--- src/gpb_pkg.sv ---
// constants and carrier types for the general purpose pin configuration bank
package gpb_pkg;

  // ****************************************************************
  // geometry
  // ****************************************************************
  localparam int          GPB_NUM_PINS   = 10;
  localparam int          GPB_ADDR_W     = 12;

  // ****************************************************************
  // register indices (byte address is four times the index)
  // ****************************************************************
  localparam logic [7:0]  GPB_IDX_PIN_2_5 = 8'h30;
  localparam logic [7:0]  GPB_IDX_PIN_2_6 = 8'h31;
  localparam logic [7:0]  GPB_IDX_PIN_2_7 = 8'h32;
  localparam logic [7:0]  GPB_IDX_PIN_3_0 = 8'h33;
  localparam logic [7:0]  GPB_IDX_PIN_3_1 = 8'h34;
  localparam logic [7:0]  GPB_IDX_PIN_3_2 = 8'h35;
  localparam logic [7:0]  GPB_IDX_PIN_3_3 = 8'h36;
  localparam logic [7:0]  GPB_IDX_PIN_3_4 = 8'h37;
  localparam logic [7:0]  GPB_IDX_PIN_3_5 = 8'h38;
  localparam logic [7:0]  GPB_IDX_PIN_3_6 = 8'h39;
  localparam logic [7:0]  GPB_IDX_DATA    = 8'h3E; // pin output values
  localparam logic [7:0]  GPB_IDX_LEVEL   = 8'h3F; // pin levels, read only

  // ****************************************************************
  // configuration field positions
  // ****************************************************************
  localparam int          GPB_BIT_DIR    = 0; // 1 input, 0 output
  localparam int          GPB_BIT_POL    = 1; // 1 invert
  localparam int          GPB_BIT_ALT    = 2; // 1 alternate function
  localparam int          GPB_BIT_ODRAIN = 7; // 1 open drain

  // ****************************************************************
  // reset values and writable masks
  // ****************************************************************
  localparam logic [7:0]  GPB_CFG_RESET      = 8'h01; // standby power-on
  localparam logic [7:0]  GPB_CFG_HOST_RESET = 8'h00; // main power / host reset
  localparam logic [7:0]  GPB_WMASK_ALT      = 8'h87;
  localparam logic [7:0]  GPB_WMASK_NOALT    = 8'h83;
  localparam logic [9:0]  GPB_DATA_RESET     = 10'h000;
  localparam logic [9:0]  GPB_HAS_ALT        = 10'h3FD; // pin 2.6 has none
  localparam int          GPB_FAN_PIN        = 6;       // pin 3.3 slot

  // ****************************************************************
  // bus answers
  // ****************************************************************
  localparam logic [1:0]  GPB_RESP_OKAY   = 2'h0;
  localparam logic [1:0]  GPB_RESP_SLVERR = 2'h2;

  // ****************************************************************
  // carrier types
  // ****************************************************************
  typedef struct packed {
    logic [GPB_NUM_PINS-1:0] value;
    logic [GPB_NUM_PINS-1:0] enable;
  } gpb_pad_drive_type;

endpackage : gpb_pkg

--- src/gpb_pin_bank.sv ---
// ten-pin configuration bank with AXI4-Lite register access and pad drive
//
// Behaviour
// - bit 0 sets direction, one input, zero output.
// - bit 1 inverts the pin value between register and pad.
// - bit 7 picks open-drain when one, push-pull when zero.
// - pin 2.5 bit 2 routes the keyboard controller port bit twelve.
// - pin 2.6 has no alternate function; bits 6 to 2 reserved.
// - pin 2.7 bit 2 carries the system management interrupt output.
// - pin 3.0 bit 2 drives expansion chip select two.
// - pin 3.1 bit 2 drives expansion chip select three.
// - pin 3.2 bit 2 connects the fan tachometer input.
// - pin 3.3 bit 2 carries fan output; resets 0x01, host reset 0x00.
// - pin 3.4 bit 2 makes it interrupt request input A.
// - pin 3.5 bit 2 makes it interrupt request input B.
// - pin 3.6 bit 2 carries the active-low keyboard reset output.
//
// The AXI4-Lite slave port is this design's own decision.
`timescale 1ns/1ps

module gpb_pin_bank (
  input  wire logic                                  aclk,
  input  wire logic                                  aresetn,
  input  wire logic                                  host_reset_n,
  // write address channel
  input  wire logic                                  s_axi_awvalid,
  output      logic                                  s_axi_awready,
  input  wire logic [gpb_pkg::GPB_ADDR_W-1:0]        s_axi_awaddr,
  input  wire logic [2:0]                            s_axi_awprot,
  // write data channel
  input  wire logic                                  s_axi_wvalid,
  output      logic                                  s_axi_wready,
  input  wire logic [31:0]                           s_axi_wdata,
  input  wire logic [3:0]                            s_axi_wstrb,
  // write response channel
  output      logic                                  s_axi_bvalid,
  input  wire logic                                  s_axi_bready,
  output      logic [1:0]                            s_axi_bresp,
  // read address channel
  input  wire logic                                  s_axi_arvalid,
  output      logic                                  s_axi_arready,
  input  wire logic [gpb_pkg::GPB_ADDR_W-1:0]        s_axi_araddr,
  input  wire logic [2:0]                            s_axi_arprot,
  // read data channel
  output      logic                                  s_axi_rvalid,
  input  wire logic                                  s_axi_rready,
  output      logic [31:0]                           s_axi_rdata,
  output      logic [1:0]                            s_axi_rresp,
  // pads, slot 0 is pin 2.5 through slot 9 is pin 3.6
  input  wire logic [gpb_pkg::GPB_NUM_PINS-1:0]      pad_in,
  output      gpb_pkg::gpb_pad_drive_type            pad_drive,
  // alternate function sources from the core
  input  wire logic                                  kbc_port_bit_twelve_drive,
  input  wire logic                                  system_mgmt_interrupt_out,
  input  wire logic                                  expansion_chip_select_two,
  input  wire logic                                  expansion_chip_select_three,
  input  wire logic                                  fan_speed_out,
  input  wire logic                                  keyboard_reset_out,
  // alternate function inputs to the core
  output      logic                                  kbc_port_bit_twelve_in,
  output      logic                                  fan_tachometer_input,
  output      logic                                  irq_request_input_a,
  output      logic                                  irq_request_input_b
);

  localparam int NP = gpb_pkg::GPB_NUM_PINS;

  // ****************************************************************
  // state
  // ****************************************************************
  logic [7:0]      cfg [NP];
  logic [NP-1:0]   data_out;
  logic            aw_held;
  logic            w_held;
  logic [9:0]      aw_idx;
  logic [31:0]     w_data;
  logic [3:0]      w_strb;
  logic            host_rst_meta;
  logic            host_rst_sync;
  logic [NP-1:0]   pad_meta;
  logic [NP-1:0]   pad_sync;
  logic [NP-1:0]   alt_in_q;
  gpb_pkg::gpb_pad_drive_type pad_q;

  // ****************************************************************
  // combinational nets
  // ****************************************************************
  wire  [7:0]      idx_table [NP];
  wire  [NP-1:0]   alt_src;
  wire  [NP-1:0]   alt_sel;
  wire  [NP-1:0]   in_view;
  wire  [NP-1:0]   wr_cfg_hit;
  wire  [NP-1:0]   rd_cfg_hit;
  wire  [NP-1:0]   next_pad_value;
  wire  [NP-1:0]   next_pad_enable;
  wire  [NP-1:0]   next_alt_in;
  wire  [9:0]      ar_idx;
  wire             wr_fire;
  wire             ar_fire;
  wire             wr_data_hit;
  wire             wr_any_hit;
  wire             rd_data_hit;
  wire             rd_level_hit;
  wire             rd_any_hit;
  logic [31:0]     rd_value;

  // ****************************************************************
  // address table and alternate function wiring
  // ****************************************************************
  assign idx_table[0] = gpb_pkg::GPB_IDX_PIN_2_5;
  assign idx_table[1] = gpb_pkg::GPB_IDX_PIN_2_6;
  assign idx_table[2] = gpb_pkg::GPB_IDX_PIN_2_7;
  assign idx_table[3] = gpb_pkg::GPB_IDX_PIN_3_0;
  assign idx_table[4] = gpb_pkg::GPB_IDX_PIN_3_1;
  assign idx_table[5] = gpb_pkg::GPB_IDX_PIN_3_2;
  assign idx_table[6] = gpb_pkg::GPB_IDX_PIN_3_3;
  assign idx_table[7] = gpb_pkg::GPB_IDX_PIN_3_4;
  assign idx_table[8] = gpb_pkg::GPB_IDX_PIN_3_5;
  assign idx_table[9] = gpb_pkg::GPB_IDX_PIN_3_6;

  // sources driven onto pads when the alternate function is chosen
  assign alt_src[0] = kbc_port_bit_twelve_drive;
  assign alt_src[1] = 1'b0;
  assign alt_src[2] = system_mgmt_interrupt_out;
  assign alt_src[3] = expansion_chip_select_two;
  assign alt_src[4] = expansion_chip_select_three;
  assign alt_src[5] = 1'b0;                        // tach is input only
  assign alt_src[6] = fan_speed_out;
  assign alt_src[7] = 1'b0;                        // request is input only
  assign alt_src[8] = 1'b0;                        // request is input only
  assign alt_src[9] = keyboard_reset_out;

  // alternate inputs handed to the core, registered
  assign kbc_port_bit_twelve_in = alt_in_q[0];
  assign fan_tachometer_input   = alt_in_q[5];
  assign irq_request_input_a    = alt_in_q[7];
  assign irq_request_input_b    = alt_in_q[8];

  // ****************************************************************
  // bus decode
  // ****************************************************************
  assign wr_fire      = aw_held & w_held & ~s_axi_bvalid;
  assign ar_fire      = s_axi_arvalid & s_axi_arready;
  assign ar_idx       = s_axi_araddr[gpb_pkg::GPB_ADDR_W-1:2];
  assign wr_data_hit  = aw_idx == {2'h0, gpb_pkg::GPB_IDX_DATA};
  assign rd_data_hit  = ar_idx == {2'h0, gpb_pkg::GPB_IDX_DATA};
  assign rd_level_hit = ar_idx == {2'h0, gpb_pkg::GPB_IDX_LEVEL};
  assign wr_any_hit   = (|wr_cfg_hit) | wr_data_hit;
  assign rd_any_hit   = (|rd_cfg_hit) | rd_data_hit | rd_level_hit;

  // handshake readies, one write and one read in flight at a time
  assign s_axi_awready = ~aw_held & ~s_axi_bvalid;
  assign s_axi_wready  = ~w_held & ~s_axi_bvalid;
  assign s_axi_arready = ~s_axi_rvalid;

  assign pad_drive = pad_q;

  // ****************************************************************
  // per pin logic
  // ****************************************************************
  genvar gi;
  generate
    for (gi = 0; gi < NP; gi = gi + 1) begin : g_pin
      wire [7:0] wmask;
      wire       src;
      wire       lvl;
      wire       drive;
      wire       odrain;

      assign wr_cfg_hit[gi] = aw_idx == {2'h0, idx_table[gi]};
      assign rd_cfg_hit[gi] = ar_idx == {2'h0, idx_table[gi]};

      // reserved bits never store
      assign wmask = gpb_pkg::GPB_HAS_ALT[gi] ? gpb_pkg::GPB_WMASK_ALT
                                              : gpb_pkg::GPB_WMASK_NOALT;
      assign alt_sel[gi] = cfg[gi][gpb_pkg::GPB_BIT_ALT] &
                           gpb_pkg::GPB_HAS_ALT[gi];

      // value toward the pad, inverted when asked
      assign src    = alt_sel[gi] ? alt_src[gi] : data_out[gi];
      assign lvl    = src ^ cfg[gi][gpb_pkg::GPB_BIT_POL];
      assign drive  = ~cfg[gi][gpb_pkg::GPB_BIT_DIR];
      assign odrain = cfg[gi][gpb_pkg::GPB_BIT_ODRAIN];

      // open drain only pulls low; push-pull drives both levels
      assign next_pad_value[gi]  = ~odrain & lvl;
      assign next_pad_enable[gi] = drive & (~odrain | ~lvl);

      // pad level seen by software and the core, inverted when asked
      assign in_view[gi]     = pad_sync[gi] ^ cfg[gi][gpb_pkg::GPB_BIT_POL];
      assign next_alt_in[gi] = alt_sel[gi] & in_view[gi];

      // configuration store; host reset clears the fan pin only
      always_ff @(posedge aclk) begin
        if (!aresetn) begin
          cfg[gi] <= gpb_pkg::GPB_CFG_RESET;
        end else if (gi == gpb_pkg::GPB_FAN_PIN && !host_rst_sync) begin
          cfg[gi] <= gpb_pkg::GPB_CFG_HOST_RESET;
        end else if (wr_fire && wr_cfg_hit[gi] && w_strb[0]) begin
          cfg[gi] <= w_data[7:0] & wmask;
        end
      end
    end
  endgenerate

  // ****************************************************************
  // synchronisers
  // ****************************************************************
  // pads and host reset arrive from outside the clock domain
  always_ff @(posedge aclk) begin
    if (!aresetn) begin
      pad_meta      <= '0;
      pad_sync      <= '0;
      host_rst_meta <= 1'b1;
      host_rst_sync <= 1'b1;
    end else begin
      pad_meta      <= pad_in;
      pad_sync      <= pad_meta;
      host_rst_meta <= host_reset_n;
      host_rst_sync <= host_rst_meta;
    end
  end

  // ****************************************************************
  // pad drive and alternate inputs
  // ****************************************************************
  // all pads float after reset since every pin starts as an input
  always_ff @(posedge aclk) begin
    if (!aresetn) begin
      pad_q    <= '0;
      alt_in_q <= '0;
    end else begin
      pad_q.value  <= next_pad_value;
      pad_q.enable <= next_pad_enable;
      alt_in_q     <= next_alt_in;
    end
  end

  // ****************************************************************
  // output data register
  // ****************************************************************
  always_ff @(posedge aclk) begin
    if (!aresetn) begin
      data_out <= gpb_pkg::GPB_DATA_RESET;
    end else if (wr_fire && wr_data_hit) begin
      if (w_strb[0]) begin
        data_out[7:0] <= w_data[7:0];
      end
      if (w_strb[1]) begin
        data_out[NP-1:8] <= w_data[NP-1:8];
      end
    end
  end

  // ****************************************************************
  // write channel
  // ****************************************************************
  // address and data are caught separately, in either order
  always_ff @(posedge aclk) begin
    if (!aresetn) begin
      aw_held <= 1'b0;
      aw_idx  <= '0;
    end else if (s_axi_awvalid && s_axi_awready) begin
      aw_held <= 1'b1;
      aw_idx  <= s_axi_awaddr[gpb_pkg::GPB_ADDR_W-1:2];
    end else if (wr_fire) begin
      aw_held <= 1'b0;
    end
  end

  always_ff @(posedge aclk) begin
    if (!aresetn) begin
      w_held <= 1'b0;
      w_data <= '0;
      w_strb <= '0;
    end else if (s_axi_wvalid && s_axi_wready) begin
      w_held <= 1'b1;
      w_data <= s_axi_wdata;
      w_strb <= s_axi_wstrb;
    end else if (wr_fire) begin
      w_held <= 1'b0;
    end
  end

  // response once both halves are in; unmapped gets an error
  always_ff @(posedge aclk) begin
    if (!aresetn) begin
      s_axi_bvalid <= 1'b0;
      s_axi_bresp  <= gpb_pkg::GPB_RESP_OKAY;
    end else if (wr_fire) begin
      s_axi_bvalid <= 1'b1;
      s_axi_bresp  <= wr_any_hit ? gpb_pkg::GPB_RESP_OKAY
                                 : gpb_pkg::GPB_RESP_SLVERR;
    end else if (s_axi_bready) begin
      s_axi_bvalid <= 1'b0;
    end
  end

  // ****************************************************************
  // read channel
  // ****************************************************************
  // read mux, reserved and unmapped bits read as zero
  always_comb begin
    rd_value = '0;
    for (int i = 0; i < NP; i++) begin
      if (rd_cfg_hit[i]) begin
        rd_value[7:0] = cfg[i];
      end
    end
    if (rd_data_hit) begin
      rd_value[NP-1:0] = data_out;
    end
    if (rd_level_hit) begin
      rd_value[NP-1:0] = in_view;
    end
  end

  always_ff @(posedge aclk) begin
    if (!aresetn) begin
      s_axi_rvalid <= 1'b0;
      s_axi_rdata  <= '0;
      s_axi_rresp  <= gpb_pkg::GPB_RESP_OKAY;
    end else if (ar_fire) begin
      s_axi_rvalid <= 1'b1;
      s_axi_rdata  <= rd_value;
      s_axi_rresp  <= rd_any_hit ? gpb_pkg::GPB_RESP_OKAY
                                 : gpb_pkg::GPB_RESP_SLVERR;
    end else if (s_axi_rready) begin
      s_axi_rvalid <= 1'b0;
    end
  end

endmodule : gpb_pin_bank

--- config.mk ---
export PLATFORM = sky130hd
export DESIGN_NAME = gpb_pin_bank
export DESIGN_NICKNAME = d
export VERILOG_FILES = /design/src/gpb_pkg.sv /design/src/gpb_pin_bank.sv
export SDC_FILE = /design/constraint.sdc
export NUM_CORES = 1
export LEC_CHECK = 0
export ABC_CLOCK_PERIOD_IN_PS = 2400
export BUFFER_PORTS_ARGS = -buffer_cell sky130_fd_sc_hd__buf_2
export CELL_PAD_IN_SITES_DETAIL_PLACEMENT = 1
export CELL_PAD_IN_SITES_GLOBAL_PLACEMENT = 1
export CORE_MARGIN = 5
export CORE_UTILIZATION = 40
export CTS_CLUSTER_DIAMETER = 200
export DETAILED_ROUTE_END_ITERATION = 16
export PLACE_DENSITY_LB_ADDON = 0.05
export SLEW_MARGIN = 15
export SYNTH_ARGS = -nofsm -noshare
export SYNTH_HDL_FRONTEND = slang
export SYNTH_SLANG_ARGS = --single-unit
--- constraint.sdc ---
create_clock -name aclk -period 2.4 [get_ports aclk]
set_input_delay 0.36 -clock aclk [delete_from_list [all_inputs] [get_ports aclk]]
set_output_delay 0.36 -clock aclk [all_outputs]
set_load 0.02 [all_outputs]
==> impl_metrics.json, run 1 <==
{
  "yosysUniqueCellTypes": 54,
  "seq_area_frac_synth_pct": 52.88,
  "synth_mux_area_share_pct": 4.421,
  "holdWs_ns": 0.1423,
  "dp_hpwl_um": 11640,
  "place_congestion": 0.8707,
  "vdd_ir_drop_max_uv": 479.7,
  "worstReg2RegStart": "s_axi_bvalid",
  "cts.reportedPaths.clkPinSlew_ns": 0.06,
  "leakage_nw": 2.866,
  "worstPathCellList": "and3b_1 -> nor3b_4 -> buf_4 -> nand3_1 -> o21ai_0 -> buf_4",
  "pin_count": 155,
  "layout-drive-gt1-share_pct": 22.45,
  "slew_viol_final": 0,
  "dieArea_sq_um": 16940,
  "run_status": "complete, no violations",
  "avgSynthCellArea_sq_um": 9.885,
  "cts.sink_count": 133,
  "final-hold-violation-count": 0,
  "finalSetupViolations": 0,
  "ctsHoldBuffers": 0,
  "grt_pass1_vias": 4558,
  "async_reset_ff_share_pct": 0,
  "synth_top_cell_area_share_pct": 32.60,
  "synth_fa_ha_area_share_pct": 0,
  "start_util_pct": 40.18,
  "fin_skew_ns": 0.008601,
  "startpoint": "s_axi_bvalid",
  "synthFlopType": "dfxtp_1",
  "synth-xor-area-share_pct": 3.186,
  "crit_path_top_delay_cell": "dfxtp_1",
  "worst_pin_slew_ns": 0.5184,
  "synth_area_leaders": "dfxtp_1 33%, edfxtp_1 20%, and2_1 5.6%",
  "fin_nets": 772,
  "maxCapViolations": 0,
  "synth_top_family_by_area": "simple AND/OR/NAND/NOR gates",
  "synthesis.area_sq_um": 5773,
  "antenna_found_initial": 0,
  "wl_um": 15490,
  "vias": 4446,
  "drc": 0,
  "cts_tree": "done",
  "ys_warn_count": 0,
  "critical_path_peak_fanout": 9,
  "critPathKind": "reg -> reg",
  "cts_buffers": 17,
  "cts_buffer_depth": 2,
  "clk_latency_ns": 0.42,
  "cts_setup_buffers": 0,
  "detailedRoute.firstIterationViolations": 196,
  "synth_simple_gate_area_share_pct": 22.93,
  "cp.required_ns": 2.53,
  "fin_setup_tns_ns": 0,
  "critPathMostFrequentCell": "buf_4",
  "area_growth_pct": 21.48,
  "ant_nets": 0,
  "post-route-util_pct": 48.81,
  "wl_per_cell_um": 17.62,
  "cts_resized": 0,
  "grt_max_degree": 36,
  "grt_first_pass_wirelength_um": 24180,
  "slew_headroom_pct": 65.44,
  "detail_route.vias_per_cell": 5.058,
  "path_buf_inv": 2,
  "rsz0062_at_grt": "false",
  "core.rowCount": 44,
  "synth-seq-cells": 133,
  "dieWidth_um": 130.1,
  "worstSetupEndpointType": "flip-flop",
  "cp.arrival_ns": 2.16,
  "yosysTopAreaCell": "dfxtp_1",
  "worstSetupStartpointType": "flip-flop",
  "place.port_buffers": 96,
  "fmax_ghz": 0.4928,
  "cpPeakStageDelay_ns": 0.35,
  "synth-compound-area-share_pct": 10.36,
  "synth.most_common_cell": "dfxtp_1",
  "synth_edf_count": 39,
  "groute.usage.overall_pct": 18.88,
  "hold_path_class": "in -> reg",
  "gr-total-overflow": 0,
  "design.core.area_sq_um": 14370,
  "crit_family": "simple AND/OR/NAND/NOR gates",
  "n_antenna_cell": 0,
  "fillers": 1637,
  "synth_common_cells": "94 x dfxtp_1, 58 x nand2_1, 52 x and2_1, 39 x edfxtp_1, 37 x nor2_1",
  "htree_levels": 4,
  "min_from": "host_reset_n",
  "die_h_um": 130.1,
  "dr.pass1.iters": 4,
  "root_buffer": "clkbuf_16",
  "power_mw": 5.645,
  "fin_crit_sh_pct": 84.55,
  "min_period_ns": 2.029,
  "power.density_nw_per_um2": 805.0,
  "synthesis.instances": 584
}
cells by family (layout without fill, tap and decap cells):
kind of cell,count (synthesis),in the layout
AO/OA/AOI/OAI,97,97
AND/OR/NAND/NOR,242,242
multiplexers,23,23
buffers and inverters,67,155
XOR/XNOR,21,21
flip-flops,133,133
other,1,24
state kept, by name (all words and copies together) (netlist names), 2 cells and up:
| register | cells |
|---|---|
| cfg | 39 |
| pad_drive | 20 |
| aw_idx | 10 |
| data_out | 10 |
| pad_meta | 10 |
| pad_sync | 10 |
| s_axi_rdata | 10 |
| w_data | 10 |
| alt_in_q | 4 |
| w_strb | 2 |
layout by cell type (no fill, tap or decap), types with 3 or more instances in the layout:
master	instances
a221oi_1	9
o22ai_1	3
a21oi_1	36
nor2_1	37
nor4b_1	3
inv_6	5
nand2b_1	10
nor2b_1	9
xor2_1	10
o211ai_1	5
bufinv_16	4
buf_4	19
and3_1	5
xnor2_1	11
clkbuf_16	17
nor3b_1	10
a31oi_1	3
nand3_1	11
edfxtp_1	39
o31ai_1	3
and2_1	52
conb_1	24
buf_2	96
inv_1	7
nor3_1	15
or3_1	12
nand2_1	58
o21ai_0	20
dfxtp_1	94
a211oi_1	11
nand3b_1	4
mux2i_1	21
layer usage:
layer | global-route usage, % | wire, um | vias up
li1 | - | - | 2193
met2 | 31.26 | 7594 | 101
met5 | 0 | 0 | -
met1 | 24.15 | 6804 | 2130
met4 | 7.090 | 337 | 0
met3 | 4.216 | 755 | 22
per-stage QoR:
step / setup WS (ns) / std cells / area (sq um)
after detailed placement: 0.3849 / 847 / 6387
final: 0.3709 / 879 / 7013
after global routing: 0.2088 / 879 / 7013
after floorplan: 0.4111 / 607 / 5859
after CTS: 0.3584 / 879 / 7013
after global placement: 0.4215 / 847 / 6387
area by class of cell:
class | count | area (sq um) | share of cell area [%]
Sequential cell | 133 | 3053 | 43.53
Multi-Input combinational cell | 407 | 2451 | 34.95
Timing Repair Buffer | 115 | 623.1 | 8.885
Clock buffer | 17 | 425.4 | 6.066
Tap cell | 184 | 230.2 | 3.283
Clock inverter | 15 | 200.2 | 2.855
Inverter | 8 | 30.03 | 0.4282
where the power goes:
part	internal [mW]	total, mW	leakage (nW)	switching, mW
clock network	1.74	2.74	0.296	0.993
logic	0.165	0.437	1.43	0.273
registers	2.40	2.47	1.14	0.0749
total	4.31	5.65	2.87	1.34
worst register-to-register path: stages (launching register included):
cell	delay, ns
dfxtp_1	0.35
and3b_1	0.29
nor3b_4	0.21
buf_4	0.17
nand3_1	0.27
o21ai_0	0.28
buf_4	0.18
final timing paths:
check,to,slack (ns),cells after the start
setup / recovery,cfg[2][4],0.37,6
hold / removal,host_rst_meta,0.14,2
setup reg to reg,cfg[2][4],0.37,6
hold reg to reg,host_rst_sync,0.41,1
Note: power is estimated with default switching activity, not from simulation.
==> run 2: changes to the inputs <==
Settings changed: ABC_AREA set to 1, ABC_CLOCK_PERIOD_IN_PS 2400 to 2100, CORE_UTILIZATION 40 to 38.
Clock period 2.4 ns to 2.1 ns, I/O delays scaled along.
==> impl_metrics.json, run 2 <==
{
  "fin_skew_ns": 0.008279,
  "synthesis.area_sq_um": 5857,
  "fin_nets": 924,
  "synthFlopType": "dfxtp_1",
  "synth_area_leaders": "dfxtp_1 32%, edfxtp_1 20%, nor2_1 8.0%",
  "vias": 4937,
  "cp.required_ns": 2.39,
  "slew_viol_final": 0,
  "clockPowerShare_pct": 47.3,
  "p_comb_share_pct": 7.9,
  "grt_first_pass_wirelength_um": 26600,
  "groute.usage.overall_pct": 18.89,
  "detail_route.vias_per_cell": 4.770,
  "critical_path_peak_fanout": 16,
  "pwr-share-seq_pct": 44.8,
  "place_congestion": 0.8682,
  "cts.reportedPaths.clkPinSlew_ns": 0.06,
  "place.port_buffers": 96,
  "critPathKind": "reg -> reg",
  "p_sw_share_pct": 24.65,
  "grt_pass1_vias": 5135,
  "gr-total-overflow": 0,
  "min_from": "pad_in[1]",
  "crit_path_top_delay_cell": "dfxtp_1",
  "worstSetupEndpointType": "flip-flop",
  "fin_setup_tns_ns": 0,
  "fmax_ghz": 0.5499,
  "synthesis.instances": 734,
  "r2r_slack_ns": 0.28,
  "synth_top_cell_area_share_pct": 32.13,
  "dpl-instance-area_sq_um": 6452,
  "r2r-end": "data_out[5]",
  "cts_buffer_depth": 2,
  "worstSetupStartpointType": "flip-flop",
  "design.core.area_sq_um": 15150,
  "setup.worst_path.end": "data_out[5]",
  "layout-drive-gt1-share_pct": 18.06,
  "ctsHoldBuffers": 0,
  "htree_levels": 4,
  "wl_per_cell_um": 15.99,
  "finalSetupViolations": 0,
  "cpPeakStageDelay_ns": 0.31,
  "synth_edf_count": 39,
  "run_status": "complete, no violations",
  "hold_path_class": "in -> reg",
  "pin_count": 155,
  "worst-r2r-cell-count": 9,
  "fillers": 1894,
  "grt_max_degree": 78,
  "wl_um": 16550,
  "n_antenna_cell": 0,
  "yosysUniqueCellTypes": 34,
  "die_h_um": 134.2,
  "dieArea_sq_um": 18000,
  "layout_common_cells": "125 x nor2_1, 117 x nand2_1, 112 x inv_1",
  "worstPathCellList": "nor2_1 -> and3_1 -> inv_1 -> nor2_1 -> nand4_1 -> inv_1 -> nand2_2 -> o21ai_0 -> a21oi_1",
  "root_buffer": "clkbuf_16",
  "maxCapViolations": 0,
  "cts_resized": 0,
  "synth_common_cells": "125 x nor2_1, 117 x nand2_1, 112 x inv_1, 94 x dfxtp_1, 52 x o21ai_0",
  "worst_pin_slew_ns": 0.6354,
  "dieWidth_um": 134.2,
  "final_area_sq_um": 7049,
  "power.density_nw_per_um2": 892.2,
  "regMostFlops": "cfg",
  "slew_headroom_pct": 57.59,
  "core.rowCount": 45,
  "path_buf_inv": 2,
  "cts.sink_count": 133,
  "layout_commonest_cell": "nor2_1",
  "startpoint": "aw_idx[6]",
  "start_util_pct": 38.67,
  "worstReg2RegStart": "aw_idx[6]",
  "leakage_nw": 3.267,
  "clk_latency_ns": 0.42,
  "async_reset_ff_share_pct": 0,
  "drc": 0,
  "cts_setup_buffers": 0,
  "crit_family": "simple AND/OR/NAND/NOR gates",
  "rsz0062_at_grt": "false",
  "synth-seq-cells": 133,
  "cts_buffers": 17,
  "cp.arrival_ns": 2.11,
  "fin_crit_sh_pct": 86.60,
  "antenna_found_initial": 0,
  "avgSynthCellArea_sq_um": 7.979,
  "synth.most_common_cell": "nor2_1",
  "ant_nets": 0,
  "yosysTopAreaCell": "dfxtp_1",
  "ys_warn_count": 0,
  "cp.depth": 9,
  "intPower_mw": 4.739,
  "min_period_ns": 1.819,
  "largest_reg_flops": 39,
  "dp_hpwl_um": 12690,
  "area_growth_pct": 20.36,
  "detailedRoute.firstIterationViolations": 228,
  "vdd_ir_drop_max_uv": 565.1,
  "switchingPower_mw": 1.550,
  "cts_tree": "done",
  "dr.pass1.iters": 4,
  "seq_area_frac_synth_pct": 52.13,
  "final-hold-violation-count": 0
}
[run 2: worst min path at each step]
stage	to	slack, ns	cells past startpoint
finish	pad_meta[1]	0.08	3
CTS	pad_meta[1]	0.07	3
global route	pad_meta[1]	0.07	3
global placement	pad_sync[6]	0.40	2
floorplan	pad_sync[0]	0.39	2
detailed placement	host_rst_sync	0.40	1
[run 2: metal layers]
layer	up-vias	GRT usage, %	share of wire (%)
met3	24	4.239	4.1
met5	-	0	0
li1	2491	-	-
met2	113	32.17	49
met1	2309	23.80	45
met4	0	6.335	2.0
[run 2: metrics by stage]
stage	cells	hold WS [ns]	power (mW)	setup slack [ns]	util (%)
floorplan	757	0.3905	3.216	0.6202	-
global placement	1003	0.4003	3.360	0.1817	42.60
detailed placement	1003	0.4022	3.378	0.1897	42.60
CTS	1035	0.07026	6.351	0.2599	46.54
global route	1035	0.06544	6.543	0.06223	46.54
finish	1035	0.08012	6.290	0.2814	46.54
[run 2: power groups by stage]
| stage | Sequential [mW] | Clock [mW] | Combinational [mW] |
|---|---|---|---|
| global route | 2.83 | 3.15 | 0.566 |
| floorplan | 2.88 | 0 | 0.337 |
| global placement | 2.87 | 0 | 0.492 |
| finish | 2.82 | 2.97 | 0.500 |
| detailed placement | 2.87 | 0 | 0.504 |
| CTS | 2.82 | 3.02 | 0.508 |
[run 2: worst reg2reg max path: cells and delay by family (launching register included)]
kind | cells | cell delay [ns]
flip-flops | 1 | 0.31
buffers and inverters | 2 | 0.22
AND/OR/NAND/NOR | 5 | 0.84
AO/OA/AOI/OAI | 2 | 0.34
[run 2: kinds of logic (layout without fill, tap and decap cells)]
family	after synthesis	in the layout	synth area share, %
other	1	24	0.06403
buffers and inverters	164	254	12.37
DFF	133	133	52.13
and+or+nand+nor	316	316	23.07
AOI/OAI and AO/OA	100	100	9.378
xor gates and xnor gates	20	20	2.991
[run 2: final cells by class]
cell class              count  area, sq um  share of cell area [%]
flip-flops and latches    133         3053                   43.31
multi-input cells         460         2166                   30.72
repair buffers            104        553.0                   7.845
clock buffers              23        510.5                   7.242
inverters                 118        445.4                   6.319
well taps                 188        235.2                   3.337
clock inverters             9        86.33                   1.225
==> run 3: changes to the inputs <==
Settings changed: GPL_TIMING_DRIVEN set to 0.
==> impl_metrics.json, run 3 (synthesis results as in run 2) <==
{
  "worstSetupEndpointType": "flip-flop",
  "crit_family": "simple AND/OR/NAND/NOR gates",
  "dr.pass1.iters": 5,
  "place_congestion": 0.8555,
  "cp.arrival_ns": 2.18,
  "dp_hpwl_um": 14210,
  "root_buffer": "clkbuf_16",
  "run_status": "complete, no violations",
  "path_buf_inv": 4,
  "dieArea_sq_um": 18000,
  "design.core.area_sq_um": 15150,
  "wl_per_cell_um": 16.58,
  "cts_tree": "done",
  "worst_pin_slew_ns": 0.7320,
  "stdcell_count": 1073,
  "vdd_ir_drop_max_uv": 608.5,
  "largest_reg_flops": 39,
  "slew_viol_final": 0,
  "cpPeakStageDelay_ns": 0.31,
  "groute.usage.overall_pct": 20.28,
  "grt_first_pass_wirelength_um": 28090,
  "cts.reportedPaths.clkPinSlew_ns": 0.06,
  "holdWs_ns": 0.08099,
  "seq_area_sq_um": 3053,
  "gr-total-overflow": 0,
  "min_period_ns": 1.885,
  "drc": 0,
  "clk_latency_ns": 0.42,
  "ctsHoldBuffers": 0,
  "fillers": 1891,
  "layout-drive-gt1-share_pct": 19.44,
  "fin_crit_sh_pct": 89.79,
  "ant_nets": 0,
  "cts_buffers": 17,
  "cts_setup_buffers": 0,
  "grt_max_degree": 17,
  "critical_path_peak_fanout": 10,
  "leakage_nw": 3.377,
  "finalSetupViolations": 0,
  "cts_buffer_depth": 2,
  "maxCapViolations": 0,
  "fin_setup_tns_ns": 0,
  "area_growth_pct": 23.26,
  "die_h_um": 134.2,
  "antenna_found_initial": 0,
  "htree_levels": 4,
  "wl_um": 17790,
  "detailedRoute.firstIterationViolations": 207,
  "fmax_ghz": 0.5304,
  "fin_skew_ns": 0.008832,
  "worstPathCellList": "nor2_1 -> and3_1 -> buf_2 -> inv_1 -> nor2_1 -> nand4_1 -> inv_1 -> nand2_2 -> buf_6 -> o21ai_0 -> a21oi_1",
  "layout_common_cells": "125 x nor2_1, 117 x nand2_1, 112 x inv_1",
  "place.port_buffers": 96,
  "core.rowCount": 45,
  "worstSetupStartpointType": "flip-flop",
  "rsz0062_at_grt": "false",
  "dp_cells": 1041,
  "cts.sink_count": 133,
  "pin_count": 155,
  "n_antenna_cell": 0,
  "layout_commonest_cell": "nor2_1",
  "fin_nets": 962,
  "regMostFlops": "cfg",
  "dieWidth_um": 134.2,
  "vias": 5106,
  "crit_path_top_delay_cell": "dfxtp_1",
  "start_util_pct": 38.67,
  "power.density_nw_per_um2": 861.5,
  "critPathKind": "reg -> reg",
  "multi_input_area_sq_um": 2166,
  "slew_headroom_pct": 51.20,
  "grt_pass1_vias": 5341,
  "hold_path_class": "in -> reg",
  "cp.required_ns": 2.39,
  "cts_resized": 0,
  "detail_route.vias_per_cell": 4.759,
  "final-hold-violation-count": 0
}
==> run 3: path summary, 6_finish.rpt <==
check	start	end	cells after the start	slack, ns
setup reg to reg	aw_idx[6]	data_out[5]	11	0.21
hold reg to reg	pad_meta[6]	pad_sync[6]	2	0.41
hold / removal	pad_in[1]	pad_meta[1]	3	0.08
setup / recovery	aw_idx[6]	data_out[5]	11	0.21
==> run 3: metal layers <==
layer / vias to the layer above / wire (um) / global-route usage [%]
li1: 2572 / - / -
met5: - / 0 / 0
met2: 126 / 8624 / 35.35
met4: 0 / 359 / 6.957
met1: 2387 / 7913 / 25.09
met3: 21 / 894 / 4.089
==> run 3: power breakdown <==
part	internal (mW)	total [mW]	switching (mW)
clock	1.70	2.85	1.14
sequential	2.75	2.82	0.0699
combinational	0.183	0.555	0.372
==> run 3: worst min-delay path, cell delays in order <==
cell and delay, ns:
buf_2 0.07, nand2_1 0.04, inv_1 0.04
==> run 3: final cells by class <==
class	instances	share of cell area, %
plain buffers	46	3.865
clock buffers	21	6.395
clock inverters	11	1.369
inverters	118	6.170
multi-input cells	460	30.00
flip-flops and latches	133	42.29
well taps	188	3.258
repair buffers	96	6.655
==> run 3: stage by stage <==
step / power [mW] / worst slack [ns] / util (%) / cell area [sq um]
finish: 6.219 / 0.2145 / 47.67 / 7219
global route: 6.444 / 0.05018 / 47.67 / 7219
CTS: 6.265 / 0.2102 / 47.67 / 7219
detailed placement: 3.432 / 0.09669 / 43.97 / 6659
global placement: 3.412 / 0.1400 / 43.97 / 6659
floorplan: 3.216 / 0.6202 / - / 5943
